## src/shared/fifo_flags_pkg.sv

```systemverilog
// constants and types for the dual-clock fifo status-flag block
package fifo_flags_pkg;
	localparam int DATA_W = 9;
	localparam int DEPTH_DEF = 64;
	localparam int DEPTH_MIN = 64;
	localparam int DEPTH_MAX = 8192;
	localparam int OFS_W = 8;
	localparam logic [15:0] OFS_DEF = 16'h0007;
	localparam int SYNC_STAGES = 2;

	typedef enum logic [1:0] {
		SEL_EMPTY_LO,
		SEL_EMPTY_HI,
		SEL_FULL_LO,
		SEL_FULL_HI
	} ofs_sel_t;

	typedef struct packed {
		logic full_n;
		logic almost_full_n;
		logic almost_empty_n;
		logic empty_n;
	} flags_t;
endpackage

```

## src/hw/fifo_status_flags.sv

```systemverilog
// dual-clock fifo with full, empty and programmable almost flags
module fifo_status_flags
	import fifo_flags_pkg::*;
#(
	parameter int DEPTH = DEPTH_DEF
) (
	// clock and reset
	input wire logic i_ref_clk,
	input wire logic i_rst_n,
	// write port
	input wire logic i_wr_clk,
	input wire logic i_wr_enable_one_n,
	input wire logic i_wr_enable_two_or_load,
	input wire logic [DATA_W-1:0] i_write_word_in,
	// read port
	input wire logic i_rd_clk,
	input wire logic i_rd_enable_one_n,
	input wire logic i_rd_enable_two_n,
	input wire logic i_output_enable_n,
	output logic [DATA_W-1:0] o_read_word_out,
	output logic o_read_word_oe,
	// status
	output flags_t o_flags
);
	localparam int AW = $clog2(DEPTH);
	localparam logic [AW:0] DEPTH_P = (AW+1)'(DEPTH);

	if (DEPTH < DEPTH_MIN || DEPTH > DEPTH_MAX || (1 << AW) != DEPTH) begin : g_depth_check
		$error("DEPTH must be a power of two from 64 to 8192");
	end

	function automatic logic [AW:0] to_gray(input logic [AW:0] b);
		return b ^ (b >> 1);
	endfunction

	function automatic logic [AW:0] from_gray(input logic [AW:0] g);
		logic [AW:0] b;
		b[AW] = g[AW];
		for (int i = AW - 1; i >= 0; i--) begin
			b[i] = b[i+1] ^ g[i];
		end
		return b;
	endfunction

	logic [DATA_W-1:0] mem [DEPTH];
	logic wclk_q_ff, rclk_q_ff;
	logic dual_en_ff;
	logic [AW:0] wptr_ff, rptr_ff, wgray_ff, rgray_ff;
	logic [AW:0] wsync_ff [SYNC_STAGES];
	logic [AW:0] rsync_ff [SYNC_STAGES];
	logic [OFS_W-1:0] ofs_ff [4];
	ofs_sel_t wsel_ff, rsel_ff;
	logic wr_edge, rd_edge, load_mode, wr_go, ld_go, rd_en, rd_go, ofs_rd;
	logic [AW:0] nxt_wptr, nxt_rptr, wcount, rcount, rsync_bin, wsync_bin;
	logic [15:0] full_ofs, empty_ofs;
	// one flop per flag so each clock domain owns its own variables
	logic full_n_ff, afull_n_ff, aempty_n_ff, empty_n_ff;

	// pin clocks arrive synchronous to the reference clock, so edges are plain compares
	always_ff @(posedge i_ref_clk) begin
		wclk_q_ff <= i_wr_clk;
		rclk_q_ff <= i_rd_clk;
	end
	assign wr_edge = i_wr_clk & ~wclk_q_ff;
	assign rd_edge = i_rd_clk & ~rclk_q_ff;

	// mode strap caught every cycle while reset is held, free-running clocks are harmless
	always_ff @(posedge i_ref_clk) begin
		if (!i_rst_n)
			dual_en_ff <= i_wr_enable_two_or_load;
	end

	assign load_mode = ~dual_en_ff & ~i_wr_enable_two_or_load;
	assign wr_go = wr_edge & ~i_wr_enable_one_n & i_wr_enable_two_or_load & o_flags.full_n;
	assign ld_go = wr_edge & ~i_wr_enable_one_n & load_mode;
	assign rd_en = ~i_rd_enable_one_n & ~i_rd_enable_two_n;
	assign ofs_rd = rd_edge & rd_en & load_mode;
	assign rd_go = rd_edge & rd_en & ~load_mode & o_flags.empty_n;
	assign nxt_wptr = wr_go ? wptr_ff + 1'b1 : wptr_ff;
	assign nxt_rptr = rd_go ? rptr_ff + 1'b1 : rptr_ff;
	assign full_ofs = {ofs_ff[3], ofs_ff[2]};
	assign empty_ofs = {ofs_ff[1], ofs_ff[0]};

	// storage array
	always_ff @(posedge i_ref_clk) begin
		if (wr_go)
			mem[wptr_ff[AW-1:0]] <= i_write_word_in;
	end

	// write pointer and its gray copy
	always_ff @(posedge i_ref_clk) begin
		if (!i_rst_n) begin
			wptr_ff <= '0;
			wgray_ff <= '0;
		end else begin
			wptr_ff <= nxt_wptr;
			wgray_ff <= to_gray(nxt_wptr);
		end
	end

	// read pointer and its gray copy
	always_ff @(posedge i_ref_clk) begin
		if (!i_rst_n) begin
			rptr_ff <= '0;
			rgray_ff <= '0;
		end else begin
			rptr_ff <= nxt_rptr;
			rgray_ff <= to_gray(nxt_rptr);
		end
	end

	// each pointer is resampled on the far port's own edges; costs flag latency, never a false count
	always_ff @(posedge i_ref_clk) begin
		if (!i_rst_n) begin
			for (int i = 0; i < SYNC_STAGES; i++) begin
				wsync_ff[i] <= '0;
				rsync_ff[i] <= '0;
			end
		end else begin
			if (rd_edge) begin
				wsync_ff[0] <= wgray_ff;
				wsync_ff[1] <= wsync_ff[0];
			end
			if (wr_edge) begin
				rsync_ff[0] <= rgray_ff;
				rsync_ff[1] <= rsync_ff[0];
			end
		end
	end
	assign rsync_bin = from_gray(rsync_ff[SYNC_STAGES-1]);
	assign wsync_bin = from_gray(wsync_ff[SYNC_STAGES-1]);
	assign wcount = nxt_wptr - rsync_bin;
	assign rcount = wsync_bin - nxt_rptr;

	// offset registers, loaded one byte per write edge in a wrapping order
	always_ff @(posedge i_ref_clk) begin
		if (!i_rst_n) begin
			ofs_ff[0] <= OFS_DEF[7:0];
			ofs_ff[1] <= OFS_DEF[15:8];
			ofs_ff[2] <= OFS_DEF[7:0];
			ofs_ff[3] <= OFS_DEF[15:8];
			wsel_ff <= SEL_EMPTY_LO;
		end else if (ld_go) begin
			ofs_ff[wsel_ff] <= i_write_word_in[OFS_W-1:0];
			case (wsel_ff)
				SEL_EMPTY_LO: wsel_ff <= SEL_EMPTY_HI;
				SEL_EMPTY_HI: wsel_ff <= SEL_FULL_LO;
				SEL_FULL_LO: wsel_ff <= SEL_FULL_HI;
				default: wsel_ff <= SEL_EMPTY_LO;
			endcase
		end
	end

	// write-side flags, only on write clock edges
	always_ff @(posedge i_ref_clk) begin
		if (!i_rst_n) begin
			full_n_ff <= 1'b1;
			afull_n_ff <= 1'b1;
		end else if (wr_edge) begin
			full_n_ff <= ~(wcount == DEPTH_P);
			afull_n_ff <= ~({3'h0, wcount} + {3'h0, full_ofs[AW:0]} >= {3'h0, DEPTH_P});
		end
	end

	// read-side flags, only on read clock edges
	always_ff @(posedge i_ref_clk) begin
		if (!i_rst_n) begin
			empty_n_ff <= 1'b0;
			aempty_n_ff <= 1'b0;
		end else if (rd_edge) begin
			empty_n_ff <= ~(wsync_bin == nxt_rptr);
			aempty_n_ff <= ~(rcount <= empty_ofs[AW:0]);
		end
	end
	assign o_flags = '{full_n: full_n_ff, almost_full_n: afull_n_ff, almost_empty_n: aempty_n_ff, empty_n: empty_n_ff};

	// output register and offset readback walk
	always_ff @(posedge i_ref_clk) begin
		if (!i_rst_n) begin
			o_read_word_out <= '0;
			rsel_ff <= SEL_EMPTY_LO;
		end else if (rd_go) begin
			o_read_word_out <= mem[rptr_ff[AW-1:0]];
		end else if (ofs_rd) begin
			o_read_word_out <= {1'b0, ofs_ff[rsel_ff]};
			case (rsel_ff)
				SEL_EMPTY_LO: rsel_ff <= SEL_EMPTY_HI;
				SEL_EMPTY_HI: rsel_ff <= SEL_FULL_LO;
				SEL_FULL_LO: rsel_ff <= SEL_FULL_HI;
				default: rsel_ff <= SEL_EMPTY_LO;
			endcase
		end
	end

	// output enable pin is registered so the drive flag comes from a flop
	always_ff @(posedge i_ref_clk) begin
		if (!i_rst_n)
			o_read_word_oe <= 1'b0;
		else
			o_read_word_oe <= ~i_output_enable_n;
	end
endmodule

```

## config.mk

```make
export PLATFORM = sky130hd
export DESIGN_NAME = fifo_status_flags
export DESIGN_NICKNAME = d
export VERILOG_FILES = /design/src/shared/fifo_flags_pkg.sv /design/src/hw/fifo_status_flags.sv
export SDC_FILE = /design/constraint.sdc
export NUM_CORES = 1
export LEC_CHECK = 0
export BUFFER_PORTS_ARGS = -buffer_cell sky130_fd_sc_hd__buf_2
export CORE_UTILIZATION = 49
export CTS_CLUSTER_SIZE = 24
export DETAILED_ROUTE_END_ITERATION = 8
export GPL_ROUTABILITY_DRIVEN = 0
export PLACE_DENSITY_LB_ADDON = 0.2
export SKIP_LAST_GASP = 1
export SLEW_MARGIN = 20
export SYNTH_ARGS = -nofsm -noshare
export SYNTH_HDL_FRONTEND = slang
export SYNTH_SLANG_ARGS = --single-unit
```

## constraint.sdc

```tcl
create_clock -name i_ref_clk -period 4.5 [get_ports i_ref_clk]
set_input_delay 1.125 -clock i_ref_clk [delete_from_list [all_inputs] [get_ports i_ref_clk]]
set_output_delay 1.125 -clock i_ref_clk [all_outputs]
set_load 0.1 [all_outputs]
```

==> impl_metrics.tcl, run 1 <==
set metrics [dict create \
    antenna_found_initial 0 \
    min_period_ns 4.00 \
    critPathKind "reg -> reg" \
    cp.required_ns 5.01 \
    r2r_slack_ns 0.50 \
    hold-worst-slack_ns 0.473 \
    hold_viol 0 \
    io_buffers 31 \
    drc_errors 0 \
    die_h_um 240 \
    dpl_worst_slack_ns -0.0169 \
    io_pins 32 \
    routed_wl_um 62700 \
    placementRows 86 \
    dr.first_iter.drc_count 1291 \
    design.die.area_sq_um 57400 \
    vias 14200 \
    cts_inserted_buffers 71 \
    start_util_pct 49.9 \
    power.leakage_nw 10.3 \
    track_usage_pct 22.4 \
    core_sq_um 55400 \
    grt_pass1_wl_um 92600 \
    yosysSeqAreaShare_pct 72.6 \
    worst_slew_pin_slew_ns 1.09 \
    setup.worst_path.start_class "flop" \
    nFillCells 4207 \
    ys_ff_latch 685 \
    wl_per_cell_um 25.4 \
    path_clk_slew_ns 0.06 \
    syn_area_per_cell_sq_um 18.3 \
    root_buffer "clkbuf_16" \
    final_common_cell "edfxtp_1" \
    vias_per_cell 5.75 \
    yosysUniqueCellTypes 58 \
    synth_async_sr_flop_share_pct 0 \
    postCtsSetupRepairBufs 0 \
    hold_buffers 0 \
    cts_buffer_depth 3 \
    finClkSkew_ns 0.0250 \
    die_w_um 240 \
    most-common-layout-cells "edfxtp_1 (637), mux4_2 (135), buf_4 (115), nor2_1 (113), clkbuf_16 (74)" \
    arrival_ns 4.51 \
    end_kind "flop" \
    dp_hpwl_um 39600 \
    fin_nets 1715 \
    htreeDepth 3 \
    p_per_area_nw_per_um2 417 \
    max_cap_viol_count 0 \
    power.total_w 0.0131 \
    rsz0062_at_grt "false" \
    dr.pass1.iters 6 \
    clk_latency_ns 0.61 \
    fin_cells 2465 \
    ir_drop_mv 0.340 \
    detail-route-antenna-nets 0 \
    synth_edf_count 637 \
    hold_class "reg -> reg" \
    cts_tree "yes" \
    layout-drive-gt1-share_pct 23.2 \
    synth_cells 1508 \
    grt_pass1_vias 14200 \
    fin_crit_sh_pct 88.9 \
    synth_area_sq_um 27700 \
    grt_max_degree 83 \
    setup_viol 0 \
    report.final.slew_viol_count 0 \
    clock_sinks 685 \
    multi_input_area_sq_um 7050 \
    cp_max_fo 2 \
    setup_ws_ns 0.498 \
    ys.flop_type "edfxtp_1" \
    layout-area-overhead-vs-synth_pct 13.9 \
    fmax_mhz 250 \
    syn-num-nets 1563 \
    regArea_sq_um 20100 \
    overflow 0 \
    dp.cells 2335 \
    post_cts_resized 0 \
    status "completed" \
    yosys_warnings 0 \
    relSlewSlack_pct 27.3 \
]
-- sequential cells by signal, indices dropped and copies added (netlist names), 2 cells and up, named ones only --
name / flops
rptr_ff: 7
rgray_ff: 6
o_read_word_out: 9
wsync_ff: 14
rsync_ff: 14
mem: 576
ofs_ff: 32
wgray_ff: 6
wptr_ff: 7
wsel_ff: 2
rsel_ff: 2
-- final cells by class --
cell class	instances	share of cell area, %
sequential	685	63.8
multi-input combinational	717	22.4
clock buffer	95	6.16
timing repair buffer	149	3.42
tap	748	2.97
clock inverter	33	0.818
inverter	36	0.429
antenna	2	0.0159
-- stage by stage --
| stage | TNS, ns | cell area [sq um] | utilization, % |
|---|---|---|---|
| global route | 0 | 31500 | 56.8 |
| CTS | 0 | 31500 | 56.8 |
| global placement | 0 | 29300 | 52.9 |
| detailed placement | -0.0169 | 29300 | 52.9 |
| finish | 0 | 31500 | 56.9 |
| floorplan | 0 | 27700 | - |
-- worst max-delay path, stage by stage (launching register included) --
cell and delay (ns):
edfxtp_1 0.44, xor2_1 0.19, xnor2_1 0.26, xor2_1 0.25, xor2_1 0.25, xor2_1 0.25, xor2_1 0.22, ha_1 0.22
fa_1 0.21, inv_1 0.05, a21o_1 0.17, a21oi_1 0.21, o21bai_1 0.09, a21oi_1 0.17, xnor2_1 0.08, ha_1 0.30
nand3_1 0.09, o21a_1 0.19, o41ai_1 0.26
-- cells in the mapped netlist, types with 4 or more instances --
cell      number  share of area (%)
mux4_2       135                 11
nand3_1       20               0.36
nor2_1       113                1.5
dfxtp_1       48                3.5
buf_2         14               0.25
ha_1          34                1.5
a22oi_1       19               0.52
edfxtp_1     637                 69
nand3b_1       4               0.11
a21oi_1       32               0.58
inv_1         36               0.49
buf_4         14               0.38
a211oi_1      10               0.27
o211ai_1       4               0.11
o22ai_1       14               0.32
and2_1        45                1.0
o221ai_1       8               0.25
a22o_1        11               0.35
buf_1          4              0.054
nand2b_1      14               0.32
mux2_2         8               0.33
nor3_1         8               0.14
mux2i_1       60                2.2
nand4_1       11               0.25
xor2_1        18               0.57
xnor2_1       26               0.82
clkbuf_1      31               0.42
nand2_1       44               0.60
a21o_1         5               0.14
and3_1        17               0.38
o21bai_1       4               0.11
buf_6          7               0.28
nor2b_1       11               0.25
a211o_1        5               0.16
-- cell families after synthesis --
| logic type | Yosys count | synth area share [%] |
|---|---|---|
| compound gates | 130 | 3.34 |
| buf+inv | 106 | 1.88 |
| fa+ha+maj | 37 | 1.75 |
| xor+xnor | 46 | 1.51 |
| simple gates | 301 | 5.41 |
| mux | 203 | 13.5 |
| flops | 685 | 72.6 |
-- power by group --
part           internal, W  total [W]  switching [W]
registers          0.00698    0.00700      0.0000194
clock network      0.00317    0.00554        0.00238
logic             0.000209   0.000576       0.000367
-- routing by layer --
metal	routed length [um]	GRT usage [%]	up-vias	share of wire, %
li1	-	-	6300	-
met1	27400	31.6	7384	44
met2	30400	35.8	417	49
met3	3590	4.40	83	5.7
met4	1250	6.14	0	2.0
met5	0	0	-	0
-- worst paths after layout --
check | start | depth (start not counted) | to
setup / recovery | wsync_ff[0][13]$_SDFFCE_PN0P_ | 18 | aempty_n_ff$_SDFFE_PN0P_
hold / removal | afull_n_ff$_SDFFE_PN1N_ | 2 | afull_n_ff$_SDFFE_PN1N_
hold reg to reg | afull_n_ff$_SDFFE_PN1N_ | 2 | afull_n_ff$_SDFFE_PN1N_
setup reg to reg | wsync_ff[0][13]$_SDFFCE_PN0P_ | 18 | aempty_n_ff$_SDFFE_PN0P_
Note: power is estimated with default switching activity, not from simulation.
==> run 2, diff against run 1 <==
==> constraint.sdc (replaced) <==
create_clock -name i_ref_clk -period 4.4 [get_ports i_ref_clk]
set_input_delay 1.1 -clock i_ref_clk [delete_from_list [all_inputs] [get_ports i_ref_clk]]
set_output_delay 1.1 -clock i_ref_clk [all_outputs]
set_load 0.1 [all_outputs]
==> run 2 against run 1 <==
Hold slack got worse by 0.0035 ns. Count of clock-buffer cells in the layout decreased by 8. Register-to-register slack got worse by 0.12 ns. Routed wire length increased by 2.7%. Combinational power increased by 4.2%. Die area unchanged. Utilization increased by 0.82 points. Clock skew decreased by 0.0067 ns. Fmax decreased by 0.53%. Cell count increased by 0.61%.
==> impl_metrics.tcl, run 2 (synthesized netlist as in run 1, its figures left out) <==
set metrics [dict create \
    status "completed" \
    placementRows 86 \
    endpoint "afull_n_ff$_SDFFE_PN1N_" \
    r2r_end "afull_n_ff$_SDFFE_PN1N_" \
    detail-route-antenna-nets 0 \
    design.die.area_sq_um 57400 \
    finClkSkew_ns 0.0183 \
    end_kind "flop" \
    finalSetupTns_ns 0 \
    ir_drop_mv 0.354 \
    diodes 0 \
    antenna_found_initial 0 \
    final_common_cell "edfxtp_1" \
    routed_wl_um 64400 \
    cts_tree "yes" \
    p_per_area_nw_per_um2 445 \
    grt_max_degree 66 \
    overflow 0 \
    comb_power_share_pct 4.2 \
    report.final.slew_viol_count 0 \
    root_buffer "clkbuf_16" \
    setup_viol 0 \
    cts_inserted_buffers 73 \
    worst_slew_pin_slew_ns 1.06 \
    htreeDepth 3 \
    post-route-util_pct 57.7 \
    rr_worst_depth 18 \
    max_cap_viol_count 0 \
    startpoint "rsync_ff[0][13]$_SDFFCE_PN0P_" \
    hold_buffers 0 \
    dr.first_iter.drc_count 1246 \
    io_pins 32 \
    drc_errors 0 \
    pwr-share-seq_pct 50.4 \
    layout-area-overhead-vs-synth_pct 15.5 \
    dpl_worst_slack_ns -0.155 \
    fmax_mhz 249 \
    relSlewSlack_pct 29.3 \
    setup.worst_path.start_class "flop" \
    fin_crit_sh_pct 91.4 \
    path_clk_slew_ns 0.06 \
    hold_class "reg -> reg" \
    vias 14400 \
    cp_max_fo 2 \
    postCtsSetupRepairBufs 0 \
    fin_nets 1728 \
    start_util_pct 49.9 \
    critPathKind "reg -> reg" \
    p_int_w 0.0112 \
    layout-drive-gt1-share_pct 24.7 \
    r2r-start "rsync_ff[0][13]$_SDFFCE_PN0P_" \
    die_h_um 240 \
    arrival_ns 4.52 \
    track_usage_pct 23.1 \
    cp.required_ns 4.90 \
    io_buffers 31 \
    largest_register_ffs 576 \
    dr.pass1.iters 5 \
    clkPwrFrac_pct 45.4 \
    power_switching_w 0.00297 \
    swShare_pct 20.9 \
    grt_pass1_vias 14400 \
    power.total_w 0.0142 \
    clock_sinks 685 \
    die_w_um 240 \
    min_period_ns 4.02 \
    dp_hpwl_um 40400 \
    grt_pass1_wl_um 95200 \
    vias_per_cell 5.79 \
    wl_per_cell_um 26.0 \
    clk_latency_ns 0.62 \
    rsz0062_at_grt "false" \
    most-common-layout-cells "edfxtp_1 (637), mux4_2 (135), buf_4 (125), nor2_1 (113), clkbuf_16 (73)" \
    r2r_slack_ns 0.38 \
    power.leakage_nw 10.5 \
    hold_viol 0 \
    core_sq_um 55400 \
    setup_ws_ns 0.377 \
    cts_buffer_depth 3 \
]
[run 2: cell types whose count changed in the layout (fill, tap and decap cells not counted), moves of 4 or more]
| cell | change |
|---|---|
| clkinv_1 | -4 |
| buf_4 | +10 |
| clkinvlp_4 | +4 |
| clkbuf_1 | -7 |
| bufinv_16 | +11 |
[run 2: final cells by class]
| type | count | area [sq um] |
|---|---|---|
| clock buffers | 87 | 1890 |
| clock inverters | 47 | 656 |
| fillers | 4100 | 23500 |
| inverters | 36 | 135 |
| multi-input cells | 717 | 7070 |
| flip-flops and latches | 685 | 20100 |
| well taps | 748 | 936 |
| repair buffers | 160 | 1170 |
[run 2: worst min-delay path by stage]
stage / to / depth (start not counted) / slack (ns) / from
after floorplan: afull_n_ff$_SDFFE_PN1N_ / 2 / 0.44 / afull_n_ff$_SDFFE_PN1N_
after global placement: afull_n_ff$_SDFFE_PN1N_ / 2 / 0.45 / afull_n_ff$_SDFFE_PN1N_
after detailed placement: afull_n_ff$_SDFFE_PN1N_ / 2 / 0.45 / afull_n_ff$_SDFFE_PN1N_
after CTS: afull_n_ff$_SDFFE_PN1N_ / 2 / 0.47 / afull_n_ff$_SDFFE_PN1N_
after global routing: afull_n_ff$_SDFFE_PN1N_ / 2 / 0.49 / afull_n_ff$_SDFFE_PN1N_
final: afull_n_ff$_SDFFE_PN1N_ / 2 / 0.47 / afull_n_ff$_SDFFE_PN1N_
[run 2: layer usage]
metal | up-vias | GRT usage (%) | wire, um
met1 | 7453 | 32.3 | 27500
met3 | 119 | 4.31 | 3880
met2 | 473 | 36.6 | 31000
met4 | 0 | 7.79 | 2060
met5 | - | 0 | 0
li1 | 6322 | - | -
[run 2: stage by stage]
step	instance area (sq um)	hold WS [ns]	std cells
floorplan	27700	0.438	1508
global placement	29400	0.453	2346
detailed placement	29400	0.455	2346
CTS	31900	0.472	2480
global route	32000	0.494	2480
finish	32000	0.470	2480
[run 2: critical path, stage by stage, from the launching register on]
cell and delay (ns):
edfxtp_1 0.44, xnor2_2 0.21, xor2_1 0.26, xor2_1 0.27
xor2_1 0.27, xor2_1 0.25, xnor2_1 0.17, ha_1 0.23
fa_1 0.23, inv_1 0.05, a21o_1 0.15, a21oi_1 0.21
o21ai_0 0.14, xnor2_1 0.28, ha_1 0.30, o21bai_1 0.14
a21oi_1 0.08, o211ai_1 0.16, nand2_1 0.07
[run 2: repair_timing]
action	CTS	global route
setup endpoints to repair	0	1
resized for setup	0	2
hold endpoints to repair	0	0
[run 2: power groups by stage]
stage               Combinational (W)  Sequential [W]  Clock (W)
floorplan                    0.000350         0.00730          0
global placement             0.000581         0.00730          0
detailed placement           0.000601         0.00730          0
CTS                          0.000605         0.00716    0.00655
global route                 0.000665         0.00716    0.00679
finish                       0.000600         0.00716    0.00646
